<file path="src/hw/asc_pkg.sv">
package asc_pkg;

	// ****************************************
	// register map
	// ****************************************
	localparam logic [3:0] ASC_OFF_CONTROL = 4'h0;
	localparam logic [3:0] ASC_OFF_IRQ_STATUS = 4'h4;
	localparam logic [3:0] ASC_OFF_IRQ_MASK = 4'h8;
	localparam logic [3:0] ASC_OFF_SEQ_COUNT = 4'hC;

	// ****************************************
	// control field positions
	// ****************************************
	localparam int ASC_POS_REF = 13;
	localparam int ASC_POS_CAL = 12;
	localparam int ASC_POS_SCAN = 10;
	localparam int ASC_POS_FILL = 7;
	localparam int ASC_POS_SPI = 2;
	localparam int ASC_POS_SPLIT = 1;
	localparam int ASC_POS_ALT = 0;

	// ****************************************
	// reset values and encodings
	// ****************************************
	localparam logic [2:0] ASC_REF_RESET = 3'h0;
	localparam logic [3:0] ASC_SPI_RESET = 4'h0;
	localparam logic [3:0] ASC_HALF_WORDS = 4'h8;
	localparam logic [1:0] ASC_IRQ_RESET = 2'h0;
	localparam int ASC_IRQ_SEQ = 0;
	localparam int ASC_IRQ_GROUP = 1;

	typedef enum logic [1:0] {
		ASC_MUX_A,
		ASC_MUX_B
	} asc_mux_t;

	// analog side control bundle
	typedef struct packed {
		logic vref_high_ext;
		logic vref_low_ext;
		logic cal_short;
		logic scan_en;
		asc_mux_t mux_sel;
		logic [3:0] write_addr;
	} asc_analog_t;

	// bus request bundle
	typedef struct packed {
		logic [3:0] addr;
		logic [31:0] wdata;
		logic wr;
		logic rd;
	} asc_bus_t;

endpackage

</file>
<file path="src/hw/asc_seq_counter.sv">
`timescale 1ns/1ps
module asc_seq_counter (
	// clock and reset
	input wire logic clk,
	input wire logic arst_n,
	// control
	input wire logic clear,
	input wire logic step,
	input wire logic [3:0] limit,
	// status
	output logic [3:0] count,
	output logic wrap
);
	import asc_pkg::*;

	typedef struct packed {
		logic [3:0] count;
		logic wrap;
	} asc_cnt_state_t;

	asc_cnt_state_t state;
	asc_cnt_state_t next_state;

	always_comb begin
		next_state = state;
		next_state.wrap = 1'b0;
		if (clear) begin
			next_state.count = 4'h0;
		end else if (step) begin
			if (state.count >= limit) begin
				next_state.count = 4'h0;
				next_state.wrap = 1'b1;
			end else begin
				next_state.count = state.count + 4'h1;
			end
		end
	end

	always_ff @(posedge clk or negedge arst_n) begin
		if (!arst_n) begin
			state <= '0;
		end else begin
			state <= next_state;
		end
	end

	assign count = state.count;
	assign wrap = state.wrap;
endmodule

</file>
<file path="src/hw/asc_top.sv">
`timescale 1ns/1ps
module asc_top (
	// clock and reset
	input wire logic clk,
	input wire logic arst_n,
	// register port
	input wire asc_pkg::asc_bus_t bus,
	output logic [31:0] rdata,
	// converter core events
	input wire logic sample_done,
	input wire logic seq_done,
	// analog side control
	output asc_pkg::asc_analog_t analog,
	// interrupt
	output logic irq
);
	import asc_pkg::*;

	typedef struct packed {
		logic [2:0] ref_sel;
		logic cal;
		logic scan;
		logic fill;
		logic [3:0] spi;
		logic split;
		logic alt;
		logic alt_phase;
		logic [3:0] waddr;
		logic [1:0] irq_status;
		logic [1:0] irq_mask;
		logic [31:0] rdata;
		asc_analog_t analog;
		logic irq;
	} asc_state_t;

	asc_state_t state;
	asc_state_t next_state;
	logic [3:0] seq_count;
	logic group_wrap;
	logic ctrl_write;

	assign ctrl_write = bus.wr && (bus.addr == ASC_OFF_CONTROL);

	// ****************************************
	// sequence counter
	// ****************************************
	// restart the count on every control write so a group never overruns
	asc_seq_counter u_count (
		.clk(clk),
		.arst_n(arst_n),
		.clear(ctrl_write),
		.step(seq_done),
		.limit(state.spi),
		.count(seq_count),
		.wrap(group_wrap)
	);

	// ****************************************
	// next state
	// ****************************************
	always_comb begin
		logic [31:0] ctrl_word;
		logic [1:0] events;
		ctrl_word = 32'h0;
		events = 2'h0;
		next_state = state;

		// only implemented bits fill the word
		ctrl_word[ASC_POS_REF +: 3] = state.ref_sel;
		ctrl_word[ASC_POS_CAL] = state.cal;
		ctrl_word[ASC_POS_SCAN] = state.scan;
		ctrl_word[ASC_POS_FILL] = state.fill;
		ctrl_word[ASC_POS_SPI +: 4] = state.spi;
		ctrl_word[ASC_POS_SPLIT] = state.split;
		ctrl_word[ASC_POS_ALT] = state.alt;

		if (ctrl_write) begin
			next_state.ref_sel = bus.wdata[ASC_POS_REF +: 3];
			next_state.cal = bus.wdata[ASC_POS_CAL];
			next_state.scan = bus.wdata[ASC_POS_SCAN];
			next_state.spi = bus.wdata[ASC_POS_SPI +: 4];
			next_state.split = bus.wdata[ASC_POS_SPLIT];
			next_state.alt = bus.wdata[ASC_POS_ALT];
			// reconfiguring restarts the store and mux pattern
			next_state.waddr = 4'h0;
			next_state.fill = 1'b0;
			next_state.alt_phase = 1'b0;
		end else begin
			if (sample_done) begin
				// alternate B and A after first A
				next_state.alt_phase = state.alt ? ~state.alt_phase : 1'b0;
				// wrap inside the half or the whole store
				if (state.split) begin
					next_state.waddr = {state.waddr[3], state.waddr[2:0] + 3'h1};
				end else begin
					next_state.waddr = state.waddr + 4'h1;
				end
			end
			if (group_wrap) begin
				// at each group wrap swap halves when split, else restart the store at word 0
				if (state.split) begin
					next_state.fill = ~state.fill;
					next_state.waddr = state.fill ? 4'h0 : ASC_HALF_WORDS;
				end else begin
					next_state.waddr = 4'h0;
				end
				next_state.alt_phase = 1'b0;
			end
		end

		events[ASC_IRQ_SEQ] = seq_done;
		events[ASC_IRQ_GROUP] = group_wrap;

		if (bus.wr && (bus.addr == ASC_OFF_IRQ_MASK)) begin
			next_state.irq_mask = bus.wdata[1:0];
		end

		next_state.rdata = 32'h0;
		if (bus.rd) begin
			unique case (bus.addr)
				ASC_OFF_CONTROL: next_state.rdata = ctrl_word;
				ASC_OFF_IRQ_STATUS: next_state.rdata = {30'h0, state.irq_status};
				ASC_OFF_IRQ_MASK: next_state.rdata = {30'h0, state.irq_mask};
				ASC_OFF_SEQ_COUNT: next_state.rdata = {28'h0, seq_count};
				default: next_state.rdata = 32'h0;
			endcase
		end

		// read clears the status, but a new event wins
		if (bus.rd && (bus.addr == ASC_OFF_IRQ_STATUS)) begin
			next_state.irq_status = events;
		end else begin
			next_state.irq_status = state.irq_status | events;
		end
		next_state.irq = |(next_state.irq_status & next_state.irq_mask);

		// externals only for codes 001, 010, 011
		next_state.analog.vref_high_ext = ~next_state.ref_sel[2] & next_state.ref_sel[0];
		next_state.analog.vref_low_ext = ~next_state.ref_sel[2] & next_state.ref_sel[1];
		// calibration shorts amplifier to low reference
		next_state.analog.cal_short = next_state.cal;
		next_state.analog.scan_en = next_state.scan & ~next_state.cal;
		next_state.analog.mux_sel = next_state.alt_phase ? ASC_MUX_B : ASC_MUX_A;
		// top bit of waddr picks the half under write
		next_state.analog.write_addr = next_state.waddr;
	end

	// ****************************************
	// registers
	// ****************************************
	always_ff @(posedge clk or negedge arst_n) begin
		if (!arst_n) begin
			state <= '0;
			state.ref_sel <= ASC_REF_RESET;
			state.spi <= ASC_SPI_RESET;
			state.irq_status <= ASC_IRQ_RESET;
			state.irq_mask <= ASC_IRQ_RESET;
		end else begin
			state <= next_state;
		end
	end

	assign rdata = state.rdata;
	assign analog = state.analog;
	assign irq = state.irq;
endmodule

</file>
<file path="config.mk">
export PLATFORM = sky130hd
export DESIGN_NAME = asc_top
export DESIGN_NICKNAME = d
export VERILOG_FILES = /design/src/hw/asc_pkg.sv /design/src/hw/asc_seq_counter.sv /design/src/hw/asc_top.sv
export SDC_FILE = /design/constraint.sdc
export NUM_CORES = 1
export LEC_CHECK = 0
export ABC_AREA = 1
export BUFFER_PORTS_ARGS = -buffer_cell sky130_fd_sc_hd__buf_4
export CORE_UTILIZATION = 40
export CTS_CLUSTER_SIZE = 14
export DETAILED_ROUTE_END_ITERATION = 6
export GPL_ROUTABILITY_DRIVEN = 0
export PLACE_DENSITY_LB_ADDON = 0.12
export SKIP_LAST_GASP = 1
export SYNTH_ARGS = -nofsm -noshare
export SYNTH_HDL_FRONTEND = slang
export SYNTH_SLANG_ARGS = --single-unit
</file>
<file path="constraint.sdc">
create_clock -name clk -period 1.5 [get_ports clk]
set_input_delay 0.075 -clock clk [delete_from_list [all_inputs] [get_ports clk]]
set_output_delay 0.075 -clock clk [all_outputs]
set_load 0.03 [all_outputs]
</file>
==> results.py, run 1 <==
metrics = {
    "worst_setup_path": {
        "crit_required_ns": 1.69,
        "cp-end-kind": "flip-flop",
        "cp_num_buf_inv": 2,
        "cpPeakStageDelay_ns": 0.37,
        "path_common_cell": "inv_1",
        "cpMaxStageDelayCell": "dfrtp_1",
        "crit_chain": "inv_1 -> ha_1 -> a21oi_1 -> nand3_2 -> nand3_1 -> inv_1",
        "critPathLaunchType": "flip-flop",
        "path_delay_family": "flip-flops",
        "crit_arrival_ns": 1.52,
        "criticalPathCategory": "flip-flop to flip-flop",
        "crit_fanout": 4,
    },
    "floorplanning": {
        "fp.dieH_um": 77.4,
        "core_um2": 5510,
        "io_pins": 85,
        "die_w_um": 77.4,
        "design.die.area_um2": 6000,
        "rows": 27,
        "initial_utilization": 0.413,
    },
    "global_route": {
        "grt_max_degree": 43,
        "antenna_found_initial": 0,
        "busiest_layer": "met2",
        "met1_usage": 0.185,
        "grt.total_usage": 0.141,
        "grt_pass1_wl_mm": 6.57,
        "globalRouteOverflowTotal": 0,
        "grt_use_met2": 0.232,
        "grt_pass1_vias": 1400,
        "global_route.usage.met3": 0.0341,
    },
    "synth": {
        "synth_cells": 271,
        "ys_types": 22,
        "syn_area_per_cell_um2": 8.40,
        "synth_top_cell_by_area": "dfrtp_1",
        "yosysSeqAreaShare": 0.462,
        "synth_adder_area_share": 0.0330,
        "synth_warnings": 0,
        "synth_most_common_cell": "nand2_1",
        "synth_ff_type": "dfrtp_1",
        "synthSimpleGateAreaFrac": 0.247,
        "yosys-top-cells-area": "dfrtp_1, buf_4, nand2_1",
        "synth-edff-count": 0,
        "netlist.area_leader.share": 0.462,
        "yosys.area_share.xor_xnor": 0.00770,
        "synth_async_sr_flop_share": 1.00,
        "synth-seq-cells": 42,
        "synth.area.mux_share": 0,
        "synthTopCellsByCount": "nand2_1, buf_4, dfrtp_1",
        "syn_area_um2": 2280,
        "synth_top_family_by_area": "simple AND/OR/NAND/NOR gates",
        "synth-compound-area-share": 0.0429,
    },
    "route": {
        "wl_per_cell_um": 10.6,
        "first_pass_iters": 4,
        "viasPerCell": 4.25,
        "vias": 1615,
        "remaining_drc_errors": 0,
        "wirelength_mm": 4.03,
        "drt_iter0_markers": 69,
        "antenna_left": 0,
    },
    "place": {
        "place.port_buffers": 42,
        "dpl.hpwl_mm": 2.96,
        "dp_slack_ns": 0.147,
        "dpl-instance-area_um2": 2450,
    },
    "final_layout": {
        "layout.nets": 355,
        "diodes": 0,
        "area_growth_pct": 16.9,
        "layout-drive-gt1-share": 0.211,
        "design_area_um2": 2660,
    },
    "timing": {
        "fmax_mhz": 748,
        "final.setup.tns_ns": 0,
        "min_period_ns": 1.34,
        "post-route-period-util": 0.891,
        "hold_violations": 0,
        "clock_skew_ns": 0.00627,
        "worst_slew_pin_slew_ns": 0.524,
        "slew_headroom": 0.650,
        "fin_hold_ws_ns": 0.0216,
        "worst_slack_ns": 0.163,
        "rsz0062_at_grt": "no",
        "maxSlewViolCount": 0,
        "setup_viol": 0,
    },
    "cts": {
        "htree_levels": 2,
        "clkSinkCount": 42,
        "clock_latency_ns": 0.29,
        "cts.reportedPaths.clkPinSlew_ns": 0.08,
        "cts_buffers": 5,
        "clockRootBuffer": "clkbuf_8",
        "clockBufferDepth": 2,
        "cts_tree": "built",
        "postCtsSetupBuffers": 0,
    },
    "pwr": {
        "vdd_drop_max_mv": 0.611,
        "p_per_area_nw_per_um2": 1480,
        "power_mw": 3.94,
        "p_leak_nw": 1.49,
    },
    "flow_run": {
        "cap_violations": 0,
    },
    "status": {
        "status": "finished, final reports clean",
    },
    "min_path": {
        "hold_path_class": "input pin to flip-flop",
    },
}
## worst paths after layout
path,startpoint,to,slack [ns],depth (start not counted)
min in group asynchronous,arst_n,state[59],0.30,2
worst max-delay path,state[57],u_count.wrap,0.16,6
worst min-delay path,bus[3],state[53],0.02,3
max in group asynchronous,arst_n,irq,0.84,2
worst max register to register,state[57],u_count.wrap,0.16,6
worst min register to register,state[62],rdata[14],0.49,2
## placed cells by master (no fill, tap or decap)
cell type	Yosys	final
nand3_4	1	1
nor2_2	1	1
nor2_1	28	28
buf_4	43	47
xnor2_1	1	1
clkinv_4	0	1
nand3_2	0	1
o21ai_1	3	3
nor2_8	1	1
a21oi_1	5	5
dfrtp_1	42	42
nand2_1	64	64
nand4_1	6	6
xor2_1	1	1
nand2_2	1	1
dlygate4sd3_1	0	7
o21ai_2	2	2
conb_1	1	21
inv_1	33	33
nor2_4	2	2
nand3_1	19	18
ha_1	6	6
clkbuf_8	0	5
nand2_4	1	1
bufinv_16	0	2
o21ai_0	8	8
## worst min-delay path: stages
cell	delay, ns
buf_4	0.09
nand2_1	0.04
o21ai_0	0.07
## metrics by stage
step / cells / util
after detailed placement: 365 / 0.445
after floorplan: 291 / -
after CTS: 380 / 0.482
final: 380 / 0.483
after global placement: 365 / 0.445
after global routing: 380 / 0.483
## sequential cells by signal (all words and copies together) (netlist names)
name / cells
rdata: 12
irq: 1
u_count.count: 4
state: 16
analog: 8
u_count.wrap: 1
## logic make-up (layout without fill, tap and decap cells)
| group | count (synthesis) | count (layout) |
|---|---|---|
| DFF | 42 | 42 |
| and+or+nand+nor | 124 | 124 |
| other | 1 | 21 |
| xor gates and xnor gates | 2 | 2 |
| buffers and inverters | 78 | 95 |
| adders and majority gates | 6 | 6 |
| AOI/OAI and AO/OA | 18 | 18 |
## report_power, final
| group | internal, mW | switching (mW) | total (mW) |
|---|---|---|---|
| combinational | 0.515 | 0.825 | 1.34 |
| clock | 0.667 | 0.398 | 1.07 |
| sequential | 1.37 | 0.157 | 1.53 |
| total | 2.56 | 1.38 | 3.94 |
## repair_timing
action,in CTS,in global routing
resized for setup,0,1
setup endpoints to repair,0,1
hold buffers,7,0
endpoints found under the hold margin,48,0
## layout make-up
class,instances,area [um^2]
clock buffer,5,68.8
clock inverter,3,68.8
fill,563,2850
inverter,33,124
multi-input combinational,171,836
sequential,42,1050
tap,72,90.1
timing repair buffer,54,423
## per-layer routing
layer  wire length (um)  share of wire
met3                220          0.055
met1               1840           0.46
met4                 42          0.010
met5                  0              0
met2               1930           0.48
(Power assumes the default switching activity.)
==> run 2, diff against run 1 <==
GPL_TIMING_DRIVEN = 0   (was not set)
clock period = 1.54 ns   (was 1.5 ns; I/O delays follow)
==> run 2 against run 1 <==
Against the previous run:
- global-route usage is 0.73 points higher
- hold slack got worse by 0.011 ns
- first-iteration DRC count up 36%
- register-to-register slack worse by 0.02 ns
- clock power barely moved
- power grew 0.20%
- critical path type unchanged
==> results.py, run 2 (synthesis results as in run 1) <==
metrics = {
    "worst_setup_path": {
        "cpPeakStageDelay_ns": 0.46,
        "cp_num_buf_inv": 2,
        "critPathLaunchType": "flip-flop",
        "cp-end-kind": "flip-flop",
        "r2r_cells": 7,
        "crit_arrival_ns": 1.58,
        "crit_chain": "ha_1 -> nand2_1 -> inv_1 -> nand3_1 -> nand3_1 -> nand3_1 -> inv_1",
        "criticalPathCategory": "flip-flop to flip-flop",
        "critical_path_depth": 7,
        "path_delay_family": "flip-flops",
        "path_common_cell": "nand3_1",
        "crit_fanout": 7,
        "cpMaxStageDelayCell": "dfrtp_1",
        "crit_required_ns": 1.73,
    },
    "place": {
        "dpl.hpwl_mm": 3.08,
        "place.port_buffers": 42,
    },
    "cts": {
        "clockBufferDepth": 2,
        "clkSinkCount": 42,
        "htree_levels": 2,
        "cts_buffers": 5,
        "cts_tree": "built",
        "postCtsSetupBuffers": 0,
        "cts.reportedPaths.clkPinSlew_ns": 0.08,
        "clock_latency_ns": 0.29,
        "clockRootBuffer": "clkbuf_8",
    },
    "timing": {
        "clock_skew_ns": 0.00973,
        "final.setup.tns_ns": 0,
        "fin_hold_ws_ns": 0.0102,
        "slew_headroom": 0.650,
        "setup_viol": 0,
        "post-route-period-util": 0.905,
        "fmax_mhz": 718,
        "rsz0062_at_grt": "no",
        "min_period_ns": 1.39,
        "maxSlewViolCount": 0,
        "hold_violations": 0,
        "worst_slew_pin_slew_ns": 0.525,
    },
    "final_layout": {
        "layout_common_cells": "buf_4, nand2_1, dfrtp_1",
        "n_fill_cell": 540,
        "diodes": 0,
        "layout-drive-gt1-share": 0.298,
        "layout.nets": 396,
        "top_register": "state",
        "largest_reg_flops": 16,
        "area_growth_pct": 30.9,
        "final_common_cell": "buf_4",
    },
    "pwr": {
        "p_leak_nw": 1.70,
        "p_per_area_nw_per_um2": 1320,
        "switching_share": 0.339,
        "p_sw_mw": 1.34,
        "pwr-share-clk": 0.271,
        "power_frac_seq": 0.390,
        "vdd_drop_max_mv": 0.547,
        "pwr-share-comb": 0.339,
        "p_int_mw": 2.61,
    },
    "global_route": {
        "grt.total_usage": 0.148,
        "busiest_layer": "met2",
        "grt_use_met2": 0.258,
        "global_route.usage.met3": 0.0329,
        "grt_max_degree": 43,
        "antenna_found_initial": 0,
        "globalRouteOverflowTotal": 0,
        "grt_pass1_wl_mm": 6.87,
        "met1_usage": 0.182,
        "grt_pass1_vias": 1506,
    },
    "min_path": {
        "hold_path_class": "input pin to flip-flop",
        "whs_path_depth": 3,
    },
    "route": {
        "first_pass_iters": 4,
        "remaining_drc_errors": 0,
        "wirelength_mm": 4.14,
        "viasPerCell": 4.17,
        "antenna_left": 0,
        "wl_per_cell_um": 9.84,
        "vias": 1755,
        "drt_iter0_markers": 94,
    },
    "floorplanning": {
        "core_um2": 5510,
        "die_w_um": 77.4,
        "design.die.area_um2": 6000,
        "rows": 27,
        "io_pins": 85,
        "initial_utilization": 0.413,
        "fp.dieH_um": 77.4,
    },
    "flow_run": {
        "cap_violations": 0,
    },
    "status": {
        "status": "finished, final reports clean",
    },
}
[run 2: changes by cell type in the layout (fill, tap and decap cells not counted), sizes merged]
cell         change
dlygate4sd3      +1
clkinv           -1
clkbuf           +1
buf             +40
[run 2: layout make-up]
cell class                 count  area (um^2)  share of cell area
sequential                    42         1050               0.353
inverter                      33          124              0.0416
multi-input combinational    171          831               0.279
buffer                        45          345               0.116
clock inverter                 2         60.1              0.0202
timing repair buffer          50          395               0.133
tap                           72         90.1              0.0302
clock buffer                   6         82.6              0.0277
[run 2: power groups by stage]
| stage | clock network (mW) | logic (mW) | registers (mW) |
|---|---|---|---|
| 2_1_floorplan | 0 | 0.989 | 1.53 |
| 3_3_place_gp | 0 | 1.31 | 1.56 |
| 3_5_place_dp | 0 | 1.34 | 1.56 |
| 4_1_cts | 1.09 | 1.36 | 1.54 |
| 5_1_grt | 1.13 | 1.51 | 1.58 |
| 6_report | 1.07 | 1.34 | 1.54 |
[run 2: worst paths after layout]
kind | start | end | slack, ns
min in group asynchronous | arst_n | rdata[10] | 0.30
hold reg to reg | state[62] | rdata[14] | 0.49
max in group asynchronous | arst_n | state[45] | 0.87
setup reg to reg | u_count.count[2] | u_count.wrap | 0.15
setup / recovery | u_count.count[2] | u_count.wrap | 0.15
hold / removal | bus[12] | state[59] | 0.01
[run 2: tightest hold or removal path, cell delays in order]
cell and delay [ns]:
buf_4 0.08, o21ai_2 0.05, inv_1 0.05
[run 2: metrics by stage]
stage	cell area, um^2	cells	worst slack (ns)	util	total power [mW]
5_1_grt	2980	421	0.0542	0.541	4.22
6_report	2980	421	0.147	0.541	3.94
3_3_place_gp	2760	405	0.155	0.501	2.87
4_1_cts	2980	421	0.126	0.541	3.99
3_5_place_dp	2760	405	0.143	0.501	2.90
2_1_floorplan	2350	291	0.330	-	2.52
[run 2: metal layers]
layer | part of all wire | vias up | wire (um)
li1 | - | 930 | -
met1 | 0.46 | 769 | 1900
met2 | 0.48 | 51 | 2000
met3 | 0.051 | 5 | 213
met4 | 0.0087 | 0 | 36
met5 | 0 | - | 0
[run 2: repair_timing]
action,CTS,global route
setup endpoints to repair,0,0
hold buffers,8,0
endpoints found under the hold margin,49,0
resized for setup,0,0
==> run 3, diff against run 2 <==
CORE_UTILIZATION = 53   (was 40)
==> run 3 against run 2 <==
Against the previous run:
- critical endpoint unchanged
- via count up 0.40%
- sequential power about the same
- final area shrank 3.7%
- final cell count fell by 5.9%
- largest power group unchanged
- highest routed layer unchanged
- utilization increased by 17 points
- register-to-register slack about the same
- non-clock buffer count shrank 3
- hold slack got worse by 0.0022 ns
- clock skew fell by 0.0026 ns
- critical path type unchanged
- worst setup slack better by 0.0070 ns
==> results.py, run 3 (synthesis results as in run 1) <==
metrics = {
    "final_layout": {
        "top_register": "state",
        "fin_util": 0.707,
        "layout.nets": 393,
        "layout-drive-gt1-share": 0.298,
        "largest_reg_flops": 16,
        "layout_common_cells": "buf_4, nand2_1, dfrtp_1",
        "design_area_um2": 2870,
        "area_growth_pct": 26.1,
        "diodes": 0,
        "final_common_cell": "buf_4",
        "layout.cells.non_filler": 396,
        "n_fill_cell": 329,
    },
    "floorplanning": {
        "io_pins": 85,
        "die_w_um": 67.5,
        "rows": 23,
        "core_um2": 4060,
        "initial_utilization": 0.561,
        "design.die.area_um2": 4560,
        "fp.dieH_um": 67.5,
    },
    "worst_setup_path": {
        "cpMaxStageDelayCell": "dfrtp_1",
        "crit_fanout": 7,
        "path_common_cell": "nand3_1",
        "crit_chain": "ha_1 -> nand2_1 -> inv_1 -> nand3_1 -> nand3_1 -> nand3_1 -> inv_1",
        "startpoint": "u_count.count[2]",
        "cp-end-kind": "flip-flop",
        "crit_required_ns": 1.73,
        "crit_arrival_ns": 1.58,
        "criticalPathCategory": "flip-flop to flip-flop",
        "cpPeakStageDelay_ns": 0.46,
        "critPathLaunchType": "flip-flop",
        "r2r-start": "u_count.count[2]",
        "r2r_cells": 7,
    },
    "timing": {
        "min_period_ns": 1.39,
        "hold_violations": 0,
        "worst_slew_pin_slew_ns": 0.511,
        "rsz0062_at_grt": "no",
        "fmax_mhz": 721,
        "setup_viol": 0,
        "slew_headroom": 0.659,
        "post-route-period-util": 0.900,
        "final.setup.tns_ns": 0,
        "clock_skew_ns": 0.00713,
        "maxSlewViolCount": 0,
    },
    "pwr": {
        "vdd_drop_max_mv": 0.816,
        "p_per_area_nw_per_um2": 1250,
        "p_leak_nw": 1.67,
    },
    "route": {
        "antenna_left": 0,
        "first_pass_iters": 4,
        "wl_per_cell_um": 10.1,
        "viasPerCell": 4.45,
        "wirelength_mm": 3.99,
        "vias": 1762,
        "remaining_drc_errors": 0,
        "drt_iter0_markers": 99,
    },
    "min_path": {
        "hold_path_class": "input pin to flip-flop",
        "whs_path_depth": 3,
        "hp-start": "bus[5]",
    },
    "cts": {
        "clockBufferDepth": 2,
        "cts_buffers": 5,
        "cts_tree": "built",
        "htree_levels": 2,
        "clkSinkCount": 42,
        "cts.reportedPaths.clkPinSlew_ns": 0.08,
        "clockRootBuffer": "clkbuf_8",
        "clock_latency_ns": 0.29,
        "postCtsSetupBuffers": 0,
    },
    "place": {
        "dp.cells": 383,
        "place.port_buffers": 42,
        "dpl.hpwl_mm": 2.97,
        "dpl-instance-area_um2": 2730,
    },
    "global_route": {
        "grt_pass1_vias": 1564,
        "grt_pass1_wl_mm": 6.68,
        "globalRouteOverflowTotal": 0,
        "grt_max_degree": 43,
        "grt.total_usage": 0.201,
        "antenna_found_initial": 0,
    },
    "flow_run": {
        "cap_violations": 0,
    },
    "status": {
        "status": "finished, final reports clean",
    },
}
==> run 3: cell count changes in the layout (fill, tap and decap cells not counted), sizes merged <==
cell	delta
dlygate4sd3	-3
bufinv	-2
clkbuf	+1
clkinv	+1
==> run 3: repair_timing <==
action,4_1_cts,5_1_grt
endpoints found under the setup margin,0,0
gates resized for setup,0,0
hold buffers,5,0
endpoints found under the hold margin,46,0
==> run 3: area by class of cell <==
| class | count | area (um^2) | share of cell area |
|---|---|---|---|
| clock inverters | 1 | 5.00 | 0.00174 |
| plain buffers | 45 | 345 | 0.120 |
| well taps | 50 | 62.6 | 0.0218 |
| inverters | 33 | 124 | 0.0432 |
| multi-input cells | 171 | 831 | 0.289 |
| flip-flops and latches | 42 | 1050 | 0.366 |
| clock buffers | 7 | 86.3 | 0.0301 |
| repair buffers | 47 | 365 | 0.127 |
==> run 3: worst max-delay path, delay by kind of cell, from the launching register on <==
kind | cells | cell delay (ns)
adders and majority gates | 1 | 0.30
buffers and inverters | 2 | 0.08
and+or+nand+nor | 4 | 0.44
DFF | 1 | 0.46
==> run 3: routing by layer <==
layer,vias to the layer above,share of wire,global-route usage
met1,793,0.43,0.239
met2,43,0.49,0.339
li1,921,-,-
met3,5,0.057,0.0507
met5,-,0,0
met4,0,0.019,0.0904
==> run 3: path summary, 6_finish.rpt <==
| check | slack (ns) | endpoint |
|---|---|---|
| min reg2reg | 0.49 | rdata[13] |
| min in group asynchronous | 0.31 | rdata[10] |
| max | 0.15 | u_count.wrap |
| max reg2reg | 0.15 | u_count.wrap |
| max in group asynchronous | 0.88 | irq |
| min | 0.008 | state[55] |
==> run 3: per-stage QoR <==
| step | hold slack (ns) | total power, mW | setup slack [ns] |
|---|---|---|---|
| final | 0.00801 | 3.59 | 0.154 |
| after global routing | 0.0224 | 3.89 | 0.0148 |
| after CTS | 0.00384 | 3.62 | 0.156 |
| after detailed placement | 0.0939 | 2.89 | 0.166 |
| after global placement | 0.0861 | 2.85 | 0.175 |
| after floorplan | -0.219 | 2.52 | 0.330 |
==> run 3: power by group <==
part	internal, mW	switching (mW)	total (mW)	leakage (nW)
Clock	0.361	0.355	0.716	0.0482
Sequential	1.34	0.200	1.54	0.530
Combinational	0.573	0.764	1.34	1.09
